--- config.mk ---
export PLATFORM = sky130hd
export DESIGN_NAME = dpm_port_ctrl
export DESIGN_NICKNAME = d
export VERILOG_FILES = /design/src/hdl/dpm_pkg.sv /design/src/hdl/dpm_port_ctrl.sv
export VERILOG_INCLUDE_DIRS = /design/src /design/src/hdl
export SDC_FILE = /design/constraint.sdc
export NUM_CORES = 1
export LEC_CHECK = 0
export BUFFER_PORTS_ARGS = -buffer_cell sky130_fd_sc_hd__buf_2
export CORE_AREA = 5 5 95 79
export DETAILED_ROUTE_END_ITERATION = 6
export DIE_AREA = 0 0 100 84
export GPL_ROUTABILITY_DRIVEN = 0
export GPL_TIMING_DRIVEN = 0
export PLACE_DENSITY = 0.79
export SETUP_SLACK_MARGIN = 0.1
export SYNTH_ARGS = -nofsm -noshare
export SYNTH_HDL_FRONTEND = slang
export SYNTH_SLANG_ARGS = --single-unit
--- constraint.sdc ---
create_clock -name clock -period 1.64 [get_ports clock]
set_input_delay 0.082 -clock clock [delete_from_list [all_inputs] [get_ports clock]]
set_output_delay 0.082 -clock clock [all_outputs]
set_load 0.1 [all_outputs]
--- src/hdl/dpm_map.svh ---
// register-free pin map and timing counts for the dual-port ram port controller
`ifndef DPM_MAP_SVH
`define DPM_MAP_SVH
`define DPM_ADDR_W        14
`define DPM_DATA_W        9
`define DPM_SEM_COUNT     8
`define DPM_SEM_SEL_W     3
`define DPM_MBOX_LEFT     14'h3ffe
`define DPM_MBOX_RIGHT    14'h3fff
`define DPM_SEM_REQUEST   1'h0
`define DPM_SEM_RELEASE   1'h1
`define DPM_ACCESS_NS     55
`define DPM_CLOCK_MHZ     10
`define DPM_ACCESS_CYC    (((`DPM_ACCESS_NS * `DPM_CLOCK_MHZ) + 999) / 1000)
`endif

--- src/hdl/dpm_pkg.sv ---
// types shared by the dual-port ram port controller
package dpm_pkg;
    typedef enum logic [1:0] {
        DPM_OP_READ,
        DPM_OP_WRITE,
        DPM_OP_SEM_READ,
        DPM_OP_SEM_WRITE
    } dpm_op_e;

    typedef struct packed {
        dpm_op_e     op;
        logic [13:0] addr;
        logic [8:0]  data;
    } dpm_req_s;

    typedef struct packed {
        logic [8:0] data;
        logic       busyHit;
        logic       semOwned;
    } dpm_rsp_s;

    typedef struct packed {
        logic [13:0] addr;
        logic        portSelN;
        logic        semSelN;
        logic        writeN;
        logic        outDriveN;
        logic [8:0]  dataOut;
        logic        dataOe;
    } dpm_pins_s;
endpackage : dpm_pkg

--- src/hdl/dpm_port_ctrl.sv ---
// one-port controller driving a dual-port ram with semaphores, busy and mailbox flag
`include "dpm_map.svh"
module dpm_port_ctrl
    import dpm_pkg::*;
(
    input  wire logic      clock,       // 10 mhz system clock
    input  wire logic      rst,         // async reset, active high
    input  wire logic      reqValid,    // user request present
    output logic           reqReady,    // ready to take a request this cycle
    input  wire dpm_req_s  req,         // user request
    output logic           rspValid,    // one-cycle answer pulse
    output dpm_rsp_s       rsp,         // answer data, registered
    output dpm_pins_s      pins,        // device pin drive, registered
    input  wire logic [8:0] dataIn,     // device data bus level
    input  wire logic      busyInN,     // device busy flag, active low
    input  wire logic      mboxIntN,    // device mailbox flag, active low
    output logic           mboxPending  // mailbox flag seen, registered
);
    // access phases; only one access is ever in flight
    typedef enum logic [1:0] {IDLE, SETUP, HOLD, DONE} dpm_state_e;

    // hold length in clocks, sized for the slowest speed grade
    localparam logic [3:0] ACCESS_CYC = 4'(`DPM_ACCESS_CYC);

    // sequencer state
    dpm_state_e state_q;        // current access phase
    dpm_state_e state_d;        // next access phase
    dpm_req_s   cur_q;          // request being served
    dpm_req_s   cur_d;          // next request being served
    logic [3:0] cnt_q;          // hold countdown
    logic [3:0] cnt_d;          // next hold countdown

    // pin drive state
    dpm_pins_s  pins_q;         // registered pin levels
    dpm_pins_s  pins_d;         // next pin levels

    // answer state
    dpm_rsp_s   rsp_q;          // registered answer
    dpm_rsp_s   rsp_d;          // next answer
    logic       rspValid_q;     // answer pulse
    logic       rspValid_d;     // next answer pulse

    // mailbox state
    logic       mbox_q;         // mailbox flag seen
    logic       mbox_d;         // next mailbox flag seen

    // decoded view of the access in flight
    logic       isSem;          // access goes to the latches
    logic       isWrite;        // access writes the device
    logic       takeReq;        // request accepted this clock
    logic       busyStall;      // far port holds the same word
    logic       lastHold;       // final clock of the hold

    // decode of the request in flight
    assign isSem     = (cur_q.op == DPM_OP_SEM_READ) || (cur_q.op == DPM_OP_SEM_WRITE);
    assign isWrite   = (cur_q.op == DPM_OP_WRITE) || (cur_q.op == DPM_OP_SEM_WRITE);

    // busy is only ever an input here, as on a slave or behind a master;
    // latches have no busy arbitration, so busy only stalls memory words
    assign busyStall = (state_q == HOLD) && !busyInN && !isSem;
    assign lastHold  = (state_q == HOLD) && !busyStall && (cnt_q <= 4'h1);
    assign takeReq   = (state_q == IDLE) && reqValid;

    // no queue: the user waits here, so this port never needs the other's timing
    assign reqReady  = (state_q == IDLE);

    // sequencer: next phase, request capture and hold count
    always_comb begin
        state_d = state_q;
        cur_d   = cur_q;
        cnt_d   = cnt_q;
        case (state_q)
            IDLE: begin
                if (reqValid) begin
                    cur_d   = req;
                    state_d = SETUP;
                end
            end
            SETUP: begin
                cnt_d   = ACCESS_CYC;
                state_d = HOLD;
            end
            HOLD: begin
                // a busy hold-off restarts the count, so the data gets a full access
                if (busyStall) begin
                    cnt_d = ACCESS_CYC;
                end else if (cnt_q > 4'h1) begin
                    cnt_d = cnt_q - 4'h1;
                end else begin
                    state_d = DONE;
                end
            end
            DONE: begin
                state_d = IDLE;
            end
            default: begin
                state_d = IDLE;
            end
        endcase
    end

    // sequencer registers
    always_ff @(posedge clock or posedge rst) begin
        if (rst) begin
            state_q <= IDLE;
            cur_q   <= '0;
            cnt_q   <= 4'h0;
        end else begin
            state_q <= state_d;
            cur_q   <= cur_d;
            cnt_q   <= cnt_d;
        end
    end

    // pin drive; a memory address settles one clock before its select falls, a latch address only in its low bits
    always_comb begin
        pins_d = pins_q;
        case (state_q)
            IDLE: begin
                // both selects high lets the device idle this port in low power
                pins_d.portSelN  = 1'h1;
                pins_d.semSelN   = 1'h1;
                pins_d.writeN    = 1'h1;
                pins_d.outDriveN = 1'h1;
                pins_d.dataOe    = 1'h0;
                if (reqValid) begin
                    pins_d.addr = req.addr;
                end
            end
            SETUP: begin
                if (isSem) begin
                    pins_d.semSelN = 1'h0;
                    // only the low bits pick a latch; the rest stay at zero
                    pins_d.addr    = {11'h000, cur_q.addr[`DPM_SEM_SEL_W-1:0]};
                end else begin
                    pins_d.portSelN = 1'h0;
                end
                pins_d.writeN    = ~isWrite;
                pins_d.outDriveN = isWrite;
                pins_d.dataOe    = isWrite;
                // semaphore value sits on data bit zero only
                pins_d.dataOut   = isSem ? {8'h00, cur_q.data[0]} : cur_q.data;
            end
            HOLD: begin
                // pins stand still through the whole hold, busy stalls included
                pins_d = pins_q;
            end
            DONE: begin
                // every select and enable is released together, address and data out held; the device latches on select rise
                pins_d.portSelN  = 1'h1;
                pins_d.semSelN   = 1'h1;
                pins_d.writeN    = 1'h1;
                pins_d.outDriveN = 1'h1;
                pins_d.dataOe    = 1'h0;
            end
            default: begin
                pins_d = pins_q;
            end
        endcase
    end

    // pin registers; every pin leaves a flop, so no glitch reaches the device
    always_ff @(posedge clock or posedge rst) begin
        if (rst) begin
            pins_q <= '{addr:      14'h0000,
                        portSelN:  1'h1,
                        semSelN:   1'h1,
                        writeN:    1'h1,
                        outDriveN: 1'h1,
                        dataOut:   9'h000,
                        dataOe:    1'h0};
        end else begin
            pins_q <= pins_d;
        end
    end

    // answer: cleared on a take, filled on the last hold clock
    always_comb begin
        rsp_d      = rsp_q;
        rspValid_d = (state_q == DONE);
        if (takeReq) begin
            rsp_d = '0;
        end else if (busyStall) begin
            rsp_d.busyHit = 1'h1;
        end else if (lastHold) begin
            // the far port may read the same word now; the value is taken as it stands
            rsp_d.data     = isWrite ? 9'h000 : dataIn;
            // a latch reads low only to its owner
            rsp_d.semOwned = isSem && (dataIn[0] == `DPM_SEM_REQUEST);
        end
    end

    // answer registers
    always_ff @(posedge clock or posedge rst) begin
        if (rst) begin
            rsp_q      <= '0;
            rspValid_q <= 1'h0;
        end else begin
            rsp_q      <= rsp_d;
            rspValid_q <= rspValid_d;
        end
    end

    // mailbox: the device keeps the flag, it is only retimed here;
    // clearing it is a plain read of the mailbox word by the user
    always_comb begin
        mbox_d = ~mboxIntN;
    end

    // mailbox register
    always_ff @(posedge clock or posedge rst) begin
        if (rst) begin
            mbox_q <= 1'h0;
        end else begin
            mbox_q <= mbox_d;
        end
    end

    // outputs straight from flops
    assign pins        = pins_q;
    assign rsp         = rsp_q;
    assign rspValid    = rspValid_q;
    assign mboxPending = mbox_q;
endmodule : dpm_port_ctrl

==> summary.md <==
| Metric | Value |
|---|---|
| Placed Cells | ~460 |
| CP startpoint | state_q[0] |
| R2R Setup Slk | around 0.065 ns |
| Min cycle time layout | 1.57 ns |
| Setup WS post-layout | approximately 0.065 ns |
| # H-tree levels | 3 |
| CP arrival | 1.79 ns |
| Final hold vios | 0 |
| Mapped Cells | around 290 |
| Reg2Reg Depth | 5 |
| Die area | 0.00840 mm2 |
| Max Clock Freq | 635 MHz |
| Clock tree root buffer cell | clkbuf_8 |
| Wirelength, routed | 7470 um |
| Final period util | 0.960 |
| First-pass iteration count of the detailed router | 4 |
| Die Width | approximately 100 um |
| Startpoint Class | flop |
| Number of global-route vias before repair | about 2600 |
| RSZ-0062 raised after global routing | true |
| Hold Path Sink | pins[21] |
| Worst-Skew Late Latency | 0.34 ns |
| Pins over their slew limit | 0 |
| GRT Overall Usage | 0.184 |
| Bufs on Longest Clock Path | 2 |
| Most common cell after layout, fill and taps aside | buf_2 |
| Drt drc | 0 |
| #FFs+latches synth | 61 |
| Reg2Reg Capture Point | pins[15] |
| Clk pin slew, worst setup/hold paths | around 0.07 ns |
| Detail Route Antenna Nets | 0 |
| Top cells by area, synth | dfrtp_1 (51%), nand2_1 (6.8%), dfstp_2 (3.7%), inv_1 (3.7%), nand4b_1 (3.4%) |
| Final Setup Violations | 0 |
| Grt ovf | 0 |
| IO Count | about 80 |
| Cts bufs inserted | 9 |
| WP buf/inv | 1 |
| Worst hold stages | 3 |
| Final Skew | between 0.01 and 0.015 ns |
| Clock sinks | 61 |
| # diodes | 0 |
| Avg WL per Cell | approximately 15 um |
| DP HPWL | approximately 5000 um |
| Reg2reg start | state_q[0] |
| Crit path max-delay family | flip-flops |
| Most frequent cells in the layout | buf_2 (81), dfrtp_1 (55), nand2_1 (51) |
| Iteration-0 DRC Markers | between 90 and 100 |
| Routed vias | 2530 |
| First-pass GRT wire length | ~12000 um |
| CP cell instances | ha_4, nor2b_4, nor3b_4, buf_6, mux2_4 |
| Crit path max-delay cell type | dfrtp_2 |
| Placement row count | 27 |
| # port buffers | 80 |
| Largest net degree at the start of global routing | 62 |
| Core outline area | approximately 0.0066 mm2 |
| Non-Filler Instances | 500 |
| Post-synth top area cell | dfrtp_1 |
| Layout Area Growth over Synthesis | 42.7% |
| CP Class | flop to flop |
| HP Start | req[16] |
| Die height | ~84 um |
| Max_cap viols | 0 |
| Syn avg cell area | between 9 and 10 um2 |
| Share of post-route cells with drive strength above 1 | 0.385 |
| Req. time, crit path | 1.86 ns |
| Syn nets | between 300 and 400 |
| Initial antenna violation count | 0 |
| Yosys cell types | 35 |
| Pre-CTS setup slack | -0.296 ns |
| TritonCTS clock tree | yes |
| DR vias/cell | 5.06 |
| Crit. End Element | flop |
| Yosys top cell area share | 0.506 |
| Nets@finish | 454 |
| Final Core Density | 0.611 |
| Crit path max fanout | 5 |
| Max stage delay on crit path | between 0.4 and 0.5 ns |
| Post-Syn Area | 0.00282 mm2 |
| Yosys warns | 0 |
| Sequential share of the synthesized area | 0.543 |
| Starting density of the core | 0.428 |
| Sum of negative setup slack | 0 ns |
| Hold WC Path Type | input pin to flop |
| Worst-margin pin slew | around 0.62 ns |
| Outcome | complete, no violations |
| Relative slew slack | 0.583 |
-- area by class of cell --
cell class                      instances  area [um2]
Buffer                                 19         128
Clock buffer                           10         128
Multi-Input combinational cell        180        1220
Clock inverter                          6         111
Fill cell                             550        2560
Sequential cell                        61        1530
Tap cell                               87         109
Timing Repair Buffer                  109         684
Inverter                               28         111
-- metrics by stage --
step | area [um2] | hold slack, ns
2_1_floorplan | 2850 | 0.141
3_3_place_gp | 3360 | 0.227
3_5_place_dp | 3360 | 0.229
4_1_cts | 3930 | 0.00144
5_1_grt | 4030 | 0.00717
6_report | 4030 | 0.0164
-- registers in the layout, indices dropped and copies added (netlist names) --
| signal | count |
|---|---|
| cnt_q | 4 |
| cur_q | 14 |
| rsp | 11 |
| mboxPending | 1 |
| state_q | 2 |
| rspValid | 1 |
| pins | 28 |
-- worst max path at each step --
| stage | cells after the start | endpoint |
|---|---|---|
| global placement | 6 | pins[23] |
| CTS | 5 | pins[15] |
| detailed placement | 6 | pins[24] |
| global route | 5 | pins[15] |
| finish | 5 | pins[15] |
| floorplan | 5 | pins[14] |
-- cell families after synthesis --
logic type | Yosys count | share of synthesized area
simple gates | 103 | 0.192
compound gates | 61 | 0.135
flops | 61 | 0.543
buf+inv | 47 | 0.0639
mux | 9 | 0.0350
fa+ha+maj | 7 | 0.0310
-- cell usage after synthesis (all sizes together) --
library cell,count
a311oi,1
mux2,7
clkbuf,14
nor2,8
nor3,1
o311ai,1
or2,2
dfstp,4
a22o,3
a21boi,1
o31ai,12
nor3b,2
nand4,10
mux2i,2
o21a,1
o21ai,16
buf,5
o211a,1
ha,7
nand2b,1
or3,2
dfrtp,57
inv,28
o22ai,7
nor2b,14
nand2,51
o2111ai,1
nand4b,11
a21oi,15
o211ai,2
and2,1
-- timing repair --
action | CTS | global route
gates resized for setup | 32 | 34
buffers inserted | 8 | 1
hold endpoints to repair | 16 | 22
hold buffers | 16 | 1
pin swaps | 3 | 1
cloned | 1 | 1
setup endpoints to repair | 38 | 43
-- routing by layer --
metal,track usage,part of all wire,vias up
met2,0.302,0.49,77
met1,0.238,0.44,1227
met4,0.0355,0.0036,0
li1,-,-,1222
met5,0,0,-
met3,0.0618,0.065,4
-- tightest hold or removal path, cell delays in order --
cell and delay, ns:
buf_2 0.09, nand4b_1 0.08, o21ai_1 0.06
Power is not shown: default switching activity piles up to over one toggle a cycle in this logic, so the estimate is an artifact.
